**src/logic/paur_pkg.sv**
```systemverilog
package paur_pkg;

   // ----------------------------------------------------------------
   // Configuration offsets
   // ----------------------------------------------------------------
   localparam logic [11:0] CAP_ID_OFFSET     = 12'h100;
   localparam logic [11:0] NEXT_VER_OFFSET   = 12'h102;
   localparam logic [11:0] FLAGS_OFFSET      = 12'h104;
   localparam logic [11:0] SUPPRESS_OFFSET   = 12'h108;
   localparam logic [11:0] SEVERITY_OFFSET   = 12'h10C;

   // ----------------------------------------------------------------
   // Capability header fields
   // ----------------------------------------------------------------
   localparam logic [15:0] CAP_ID_VALUE      = 16'h0001;
   localparam logic [11:0] NEXT_PTR_VALUE    = 12'h000;
   localparam logic [3:0]  CAP_VERSION_VALUE = 4'h1;

   // ----------------------------------------------------------------
   // Error bit positions
   // ----------------------------------------------------------------
   localparam int UNSUPPORTED_REQUEST_POS   = 20;
   localparam int END_TO_END_CRC_POS        = 19;
   localparam int MALFORMED_PACKET_POS      = 18;
   localparam int CREDIT_OVERRUN_POS        = 17;
   localparam int UNEXPECTED_COMPLETION_POS = 16;
   localparam int COMPLETER_ABORT_POS       = 15;
   localparam int COMPLETION_TIMEOUT_POS    = 14;
   localparam int FLOW_CONTROL_PROTOCOL_POS = 13;
   localparam int POISONED_PACKET_POS       = 12;
   localparam int SURPRISE_DOWN_POS         = 5;
   localparam int LINK_PROTOCOL_POS         = 4;

   // ----------------------------------------------------------------
   // Implemented bits and reset values
   // ----------------------------------------------------------------
   localparam logic [31:0] IMPLEMENTED_BITS  = 32'h001F_F030;
   localparam logic [31:0] FLAGS_RESET       = 32'h0000_0000;
   localparam logic [31:0] SUPPRESS_RESET    = 32'h0000_0000;
   localparam logic [31:0] SEVERITY_RESET    = 32'h0003_2030;
   localparam logic [31:0] UNDEFINED_BIT0    = 32'h0000_0000;

   // ----------------------------------------------------------------
   // Carriers
   // ----------------------------------------------------------------
   typedef struct packed {
      logic        valid;
      logic        write;
      logic [9:0]  dw_addr;
      logic [3:0]  byte_en;
      logic [31:0] wdata;
   } paur_cfg_req_t;

   typedef struct packed {
      logic        ack;
      logic [31:0] rdata;
   } paur_cfg_rsp_t;

   typedef struct packed {
      logic unsupported_request;
      logic end_to_end_crc;
      logic malformed_packet;
      logic credit_overrun;
      logic unexpected_completion;
      logic completer_abort;
      logic completion_timeout;
      logic flow_control_protocol;
      logic poisoned_packet;
      logic surprise_down;
      logic link_protocol;
   } paur_events_t;

   typedef struct packed {
      logic       fatal_msg;
      logic       nonfatal_msg;
      logic       log_valid;
      logic [4:0] log_bit;
   } paur_report_t;

endpackage

```
**src/logic/paur_flag_cell.sv**
```systemverilog
`timescale 1ns/1ps
module paur_flag_cell
(
   input  wire logic ref_clk,
   input  wire logic rst,
   input  wire logic set_evt,
   input  wire logic clr_req,
   output logic      flag
);

   // ----------------------------------------------------------------
   // Sticky flag, set beats clear
   // ----------------------------------------------------------------
   always_ff @(posedge ref_clk)
   begin
      if (rst)
      begin
         flag <= 1'b0;
      end
      else
      begin
         flag <= (flag & ~clr_req) | set_evt;
      end
   end

endmodule

```
**src/logic/paur_reporter.sv**
```systemverilog
`timescale 1ns/1ps
module paur_reporter
(
   input  wire logic                  ref_clk,
   input  wire logic                  rst,
   input  wire logic [31:0]           events,
   input  wire logic [31:0]           suppress,
   input  wire logic [31:0]           severity,
   output paur_pkg::paur_report_t     report
);

   logic [31:0] unmasked;
   logic [4:0]  next_log_bit;

   // ----------------------------------------------------------------
   // Masking and severity split
   // ----------------------------------------------------------------
   assign unmasked = events & ~suppress & paur_pkg::IMPLEMENTED_BITS;

   always_comb
   begin
      next_log_bit = 5'd0;
      for (int i = 0; i < 32; i++)
      begin
         if (unmasked[i])
         begin
            next_log_bit = 5'(i);
         end
      end
   end

   always_ff @(posedge ref_clk)
   begin
      if (rst)
      begin
         report <= '0;
      end
      else
      begin
         report.fatal_msg    <= |(unmasked & severity);
         report.nonfatal_msg <= |(unmasked & ~severity);
         report.log_valid    <= |unmasked;
         report.log_bit      <= next_log_bit;
      end
   end

endmodule

```
**src/logic/paur_regs.sv**
```systemverilog
`timescale 1ns/1ps
module paur_regs
(
   input  wire logic                  ref_clk,
   input  wire logic                  rst,
   input  wire paur_pkg::paur_cfg_req_t cfg_req,
   input  wire paur_pkg::paur_events_t  err_events,
   output paur_pkg::paur_cfg_rsp_t    cfg_rsp,
   output paur_pkg::paur_report_t     err_report
);

   localparam logic [9:0] HDR_DW  = paur_pkg::CAP_ID_OFFSET[11:2];
   localparam logic [9:0] FLG_DW  = paur_pkg::FLAGS_OFFSET[11:2];
   localparam logic [9:0] SUP_DW  = paur_pkg::SUPPRESS_OFFSET[11:2];
   localparam logic [9:0] SEV_DW  = paur_pkg::SEVERITY_OFFSET[11:2];

   logic [31:0] event_vec;
   logic [31:0] flags;
   logic [31:0] clear_vec;
   logic [31:0] suppress;
   logic [31:0] severity;
   logic [31:0] lane_mask;
   logic [31:0] header_word;
   logic [31:0] next_rdata;
   logic        hit;
   logic        wr_flags;
   logic        wr_suppress;
   logic        wr_severity;

   // ----------------------------------------------------------------
   // Event mapping
   // ----------------------------------------------------------------
   always_comb
   begin
      event_vec = 32'h0000_0000;
      event_vec[paur_pkg::UNSUPPORTED_REQUEST_POS] =
         err_events.unsupported_request;
      event_vec[paur_pkg::END_TO_END_CRC_POS] =
         err_events.end_to_end_crc;
      event_vec[paur_pkg::MALFORMED_PACKET_POS] =
         err_events.malformed_packet;
      event_vec[paur_pkg::CREDIT_OVERRUN_POS] =
         err_events.credit_overrun;
      event_vec[paur_pkg::UNEXPECTED_COMPLETION_POS] =
         err_events.unexpected_completion;
      event_vec[paur_pkg::COMPLETER_ABORT_POS] =
         err_events.completer_abort;
      event_vec[paur_pkg::COMPLETION_TIMEOUT_POS] =
         err_events.completion_timeout;
      event_vec[paur_pkg::FLOW_CONTROL_PROTOCOL_POS] =
         err_events.flow_control_protocol;
      event_vec[paur_pkg::POISONED_PACKET_POS] =
         err_events.poisoned_packet;
      event_vec[paur_pkg::SURPRISE_DOWN_POS] =
         err_events.surprise_down;
      event_vec[paur_pkg::LINK_PROTOCOL_POS] =
         err_events.link_protocol;
   end

   // ----------------------------------------------------------------
   // Access decode
   // ----------------------------------------------------------------
   assign lane_mask = {{8{cfg_req.byte_en[3]}}, {8{cfg_req.byte_en[2]}},
                       {8{cfg_req.byte_en[1]}}, {8{cfg_req.byte_en[0]}}};

   assign hit = cfg_req.valid &&
                (cfg_req.dw_addr == HDR_DW || cfg_req.dw_addr == FLG_DW ||
                 cfg_req.dw_addr == SUP_DW || cfg_req.dw_addr == SEV_DW);

   assign wr_flags    = cfg_req.valid & cfg_req.write &
                        (cfg_req.dw_addr == FLG_DW);
   assign wr_suppress = cfg_req.valid & cfg_req.write &
                        (cfg_req.dw_addr == SUP_DW);
   assign wr_severity = cfg_req.valid & cfg_req.write &
                        (cfg_req.dw_addr == SEV_DW);

   assign clear_vec = wr_flags ?
      (cfg_req.wdata & lane_mask & paur_pkg::IMPLEMENTED_BITS) :
      32'h0000_0000;

   // ----------------------------------------------------------------
   // Status flags
   // ----------------------------------------------------------------
   genvar b;
   generate
      for (b = 0; b < 32; b++)
      begin : g_flag
         if (paur_pkg::IMPLEMENTED_BITS[b])
         begin : g_impl
            paur_flag_cell u_cell
            (
               .ref_clk (ref_clk),
               .rst     (rst),
               .set_evt (event_vec[b]),
               .clr_req (clear_vec[b]),
               .flag    (flags[b])
            );
         end
         else
         begin : g_rsvd
            assign flags[b] = paur_pkg::UNDEFINED_BIT0[b];
         end
      end
   endgenerate

   // ----------------------------------------------------------------
   // Mask register
   // ----------------------------------------------------------------
   always_ff @(posedge ref_clk)
   begin
      if (rst)
      begin
         suppress <= paur_pkg::SUPPRESS_RESET;
      end
      else if (wr_suppress)
      begin
         suppress <= ((suppress & ~lane_mask) | (cfg_req.wdata & lane_mask))
                     & paur_pkg::IMPLEMENTED_BITS;
      end
   end

   // ----------------------------------------------------------------
   // Severity register
   // ----------------------------------------------------------------
   always_ff @(posedge ref_clk)
   begin
      if (rst)
      begin
         severity <= paur_pkg::SEVERITY_RESET;
      end
      else if (wr_severity)
      begin
         severity <= ((severity & ~lane_mask) | (cfg_req.wdata & lane_mask))
                     & paur_pkg::IMPLEMENTED_BITS;
      end
   end

   // ----------------------------------------------------------------
   // Read path
   // ----------------------------------------------------------------
   assign header_word = {paur_pkg::NEXT_PTR_VALUE,
                         paur_pkg::CAP_VERSION_VALUE,
                         paur_pkg::CAP_ID_VALUE};

   always_comb
   begin
      next_rdata = 32'h0000_0000;
      if (cfg_req.valid && !cfg_req.write)
      begin
         case (cfg_req.dw_addr)
            HDR_DW:  next_rdata = header_word;
            FLG_DW:  next_rdata = flags;
            SUP_DW:  next_rdata = suppress;
            SEV_DW:  next_rdata = severity;
            default: next_rdata = 32'h0000_0000;
         endcase
      end
   end

   always_ff @(posedge ref_clk)
   begin
      if (rst)
      begin
         cfg_rsp <= '0;
      end
      else
      begin
         cfg_rsp.ack   <= hit;
         cfg_rsp.rdata <= next_rdata;
      end
   end

   // ----------------------------------------------------------------
   // Error reporting
   // ----------------------------------------------------------------
   paur_reporter u_reporter
   (
      .ref_clk  (ref_clk),
      .rst      (rst),
      .events   (event_vec),
      .suppress (suppress),
      .severity (severity),
      .report   (err_report)
   );

endmodule

```
**config.mk**
```make
export PLATFORM = sky130hd
export DESIGN_NAME = paur_regs
export DESIGN_NICKNAME = d
export VERILOG_FILES = /design/src/logic/paur_pkg.sv /design/src/logic/paur_flag_cell.sv /design/src/logic/paur_reporter.sv /design/src/logic/paur_regs.sv
export SDC_FILE = /design/constraint.sdc
export NUM_CORES = 1
export LEC_CHECK = 0
export ABC_CLOCK_PERIOD_IN_PS = 1780
export BUFFER_PORTS_ARGS = -buffer_cell sky130_fd_sc_hd__buf_2
export CAP_MARGIN = 20
export CORE_MARGIN = 2
export CORE_UTILIZATION = 48
export CTS_CLUSTER_DIAMETER = 200
export DETAILED_ROUTE_END_ITERATION = 8
export PLACE_DENSITY = 0.9
export SLEW_MARGIN = 40
export SYNTH_ARGS = -nofsm -noshare
export SYNTH_HDL_FRONTEND = slang
export SYNTH_SLANG_ARGS = --single-unit
```
**constraint.sdc**
```tcl
create_clock -name ref_clk -period 1.78 [get_ports ref_clk]
set_input_delay 0.178 -clock ref_clk [delete_from_list [all_inputs] [get_ports ref_clk]]
set_output_delay 0.178 -clock ref_clk [all_outputs]
set_load 0.05 [all_outputs]
```
* After elaboration in Yosys (flattened, before gate mapping)
Index checks and enable logic that the tools add are counted.
Storage, ports and cells: flip-flop bits (word level) 74, bits of input ports 61, logic and storage cells 99
Operators by class: equality and inequality tests 4, muxes and demuxes 13, bitwise gates (word level) 49, reduce and logical (&&, ||, !) cells 12
Operator list (number):
- $and A21 B21 Y21 | 5
- $pmux W21 S4 | 1
- $reduce_or A32 Y1 | 2
- $mux W5 | 10
- $not A21 Y21 | 2
- $or A21 B21 Y21 | 2
- $eq A10 B7 Y1 const B | 4
- $and A21 B32 Y32 | 1
- $not A21 Y32 | 1
- $mux W21 | 1
- $and A1 B1 Y1 | 15
- $not A1 Y1 | 12
- $or A1 B1 Y1 | 11
- $reduce_or A11 Y1 | 1
- $reduce_or A6 Y1 | 1
- $reduce_or A2 Y1 | 2
- $logic_or A1 B1 Y1 | 3
- $mux W3 | 1
- $logic_and A1 B1 Y1 | 2
- $logic_not A1 Y1 | 1

* Logic depth before layout (Yosys ltp)
word-level depth 13, depth in mapped cells 6, mapped depth without buffers 4

* Hierarchy
From an unflattened synthesis, not the netlist that was laid out.
Unflattened totals: cell total of the unflattened synthesis 305, area total of the unflattened synthesis 2897.8 µm²
By module, submodules not included:
- paur_regs | instances 1, cells an instance 201, area an instance 1916.8 µm², seq. area each 700.7 µm²
- paur_reporter | instances 1, cells an instance 60, area an instance 554.3 µm², seq. area each 160.2 µm²
- paur_flag_cell | instances 11, cells an instance 4, area an instance 38.8 µm², seq. area each 20.0 µm²

* Worst setup path after synthesis
OpenSTA, ideal clock, no wires.
kind input to register, from input cfg_req[39] (netlist bit), to register with a tool-made name, setup time 120 ps, data arrival time 1272 ps, required time 1660 ps, setup slack 388 ps, cell stages on the path 3, path buffers 0, cell sequence nor4_4 -> nand4_1 -> a211o_2
RTL lines:
- from (decl) | RTL line paur_regs.sv:6 | input wire paur_pkg::paur_cfg_req_t cfg_req,

==> results.md <==
* Main flop type after synthesis: dfxtp_1
* Worst path buffer plus inverter count at 0
* Sequential fraction of the synthesis area at 0.424
* Cell with the largest stage delay on the worst path: dfxtp_1
* Cell type group with the largest total delay on the critical path: compound AO/OA/AOI/OAI gates
* Share of the synthesized netlist area taken by xor and xnor gates at 0
* Number of maximum-capacitance violations at 0
* Required time at the endpoint of the critical path at 1.97 ns
* Initial core utilization at 0.500
* CTS max path bufs at 2
* Hold_buf cts at 0
* Area of the core region at 5110 sq um
* Total net switching power at 0.677 mW
* Total Nets Final at 409
* Global route total overflow at 0
* Number of antenna repair diodes at 0
* Height of the die at 76.9 um
* Clock tree root driver cell: clkbuf_8
* Critical Path AT at 1.58 ns
* Wirelength per Cell at 14.7 um
* Post-synthesis compound-gate area fraction at 0.134
* Top post-synthesis cells by area: dfxtp_1, mux2i_1, nor2_1
* Most frequent standard cell in the layout excluding fill and tap cells: buf_2
* DIE AREA at 5910 sq um
* Post-route clock skew at 0.00626 ns
* Final setup vio count at 0
* Leading area contributor after synthesis: dfxtp_1
* Transition at the pin with the smallest max-transition slack at 0.521 ns
* Synth async-reset ratio at 0
* Total vias in the final route at 2226
* Main combinational cell family by area after synthesis: simple AND/OR/NAND/NOR gates
* Worst slew slack as a fraction of its limit at 0.648
* Setup repair after global routing missed its margin: false
* Total number of clock tree sinks at 54
* Ratio of routed vias to standard cells at 5.31
* Die Wd at 76.9 um
* Leakage component of the power at 1.40 nW
* Number of cells on the worst reg-to-reg path at 4
* Tot Pwr at 2.43 mW
* Synthesis-to-layout area growth at 16.7%
* Capture point of the worst path: u_reporter.report[7]
* Fraction of power spent switching nets at 0.279
* Total clock buffers created by CTS at 5
* Wire length of the first global-routing pass at 9780 um
* Number of gates resized after cts at 0
* Synthesized-area fraction occupied by and/or/nand/nor cells at 0.207
* Insertion delay of the later-clocked pin in the worst-skew pair at 0.32 ns
* Proportion of power drawn by combinational gates at 0.143
* Ratio of cells with drive above 1 in the final layout at 0.264
* Max VDD drop at 0.476 mV
* Yosys reg bits at 54
* Number of flops mapped to enable cells by yosys at 0
* Sum of net half-perimeters after detailed placement at 4580 um
* Power Internal at 1.75 mW
* Mean Syn Cell Area at 8.89 sq um
* Register clock-pin slew on the reported worst setup and hold paths at 0.10 ns
* All-layer global routing usage at 0.209
* Kind of start point of the critical path: flop
* Hold Vio Cnt, Final at 0
* Standard-cell row count at 26
* Synth Area in Adders at 0
* Buffers added on ports at 59
* Reg2reg setup slack at 0.40 ns
* Synthesis Warnings at 0
* Type of the worst setup path: reg -> reg
* Worst stage delay on the critical path at 0.36 ns
* Post-layout util at 0.583
* Status: complete, no violations
* Critical-path cell list: nand2b_1 -> o2111ai_1 -> a2111oi_0 -> a21oi_1
* Sequential cell fraction of total power at 0.513
* Max Clock Freq at 722 MHz
* Antenna-violating nets left at 0
* Number of different library cells in the post-synthesis netlist at 41
* Number of antenna violations at the first check in global routing at 0
* Post-route non-filler standard cell count at 419
* Post-CTS Repair Setup Buffers at 0
* Summed instance area of the synthesized netlist at 2550 sq um
* Maximum fanout encountered on the critical timing path at 6
* Total count of max-transition violations in the final report at 0
* Ports at 102
* Path category of the worst min-delay check: in -> reg
* Count of fill cells added during filler insertion at 451
* TritonCTS clock tree: yes
* Via count of the first global-routing pass at 2072
* Cell count after placement at 411
* Final critical-path share of the clock period at 0.778
* Capture instance of the worst register-to-register path: u_reporter.report[7]
* H-tree levels at 2
* Total Wirelength at 6160 um
* Most frequent cells in the layout: buf_2, dfxtp_1, nor2_1, inv_1, conb_1
* Area share of the leading cell type in the synthesized netlist at 0.424
* Number of DRC markers after the initial detailed-route iteration at 161
* Power density over cell area at 815 nW/um^2
* Part of the total power dissipated in the clock network at 0.344
* Type of destination of the critical path: flop
* Minimum clock period after layout at 1.38 ns
* Initial DRT Pass Iterations at 5
* Number of gates on the worst path with buffers counted at 4
* Gpl congestion at 0.923
* Mux share of post-synthesis cell area at 0.115
* Maximum number of pins on one net before global-route repair at 42
* Final total negative setup slack at 0 ns
* Number of remaining DRC errors at 0
* Synthesized netlist cell count at 287
-- metal layers --
layer / track usage / wire length [um] / up-vias
met5: 0 / 0 / -
li1: - / - / 1077
met3: 0.0588 / 435 / 27
met1: 0.249 / 2580 / 1010
met2: 0.349 / 2930 / 112
met4: 0.0964 / 207 / 0
-- power by group through the flow --
stage	sequential [mW]	clock, mW	combinational, mW
floorplan	1.30	0	0.239
global placement	1.27	0	0.334
detailed placement	1.27	0	0.341
CTS	1.24	0.836	0.343
global route	1.25	0.905	0.370
finish	1.24	0.835	0.347
-- cell usage after synthesis (2+ instances only) --
library cell	instances
o22ai_1	6
nand4_1	6
nand2_1	3
a211o_1	2
dfxtp_1	54
nand3_1	2
a22oi_1	10
inv_1	26
a221oi_1	2
a311oi_1	2
nand3b_1	3
a21oi_1	15
buf_4	21
and4bb_2	3
nor2_1	43
nor2b_1	3
nand2b_1	13
clkbuf_1	10
o21ai_0	10
mux2_2	10
and4b_1	2
nor4bb_1	3
mux2i_1	18
nor3_1	3
-- cell type report --
| type | count | area [sq um] | share of cell area |
|---|---|---|---|
| tap | 70 | 87.6 | 0.0294 |
| clock inverter | 2 | 37.5 | 0.0126 |
| clock buffer | 6 | 72.6 | 0.0244 |
| timing repair buffer | 68 | 363 | 0.122 |
| sequential | 54 | 1080 | 0.363 |
| inverter | 26 | 97.6 | 0.0328 |
| multi-input combinational | 193 | 1240 | 0.416 |
-- how the worst min path moves through the flow --
stage,cells after the start,start,slack [ns],end
floorplan,1,cfg_req[4],0.29,g_flag[4].g_impl.u_cell.flag
global placement,2,cfg_req[36],0.39,cfg_rsp[0]
detailed placement,2,cfg_req[36],0.40,cfg_rsp[0]
CTS,2,cfg_req[36],0.06,cfg_rsp[0]
global route,2,cfg_req[36],0.07,cfg_rsp[0]
finish,2,cfg_req[36],0.07,cfg_rsp[0]
-- through the flow --
step	setup slack [ns]	hold WS [ns]	instance area, sq um
finish	0.396	0.0667	2980
global route	0.259	0.0713	2980
CTS	0.412	0.0555	2980
detailed placement	0.183	0.396	2870
global placement	0.201	0.387	2870
floorplan	0.388	0.287	2620
-- kinds of logic after synthesis --
logic type / count (synthesis)
and+or+nand+nor: 92
DFF: 54
muxes: 28
AOI/OAI and AO/OA: 53
other: 1
buffers and inverters: 59
Note: power is estimated with default switching activity, not from simulation.
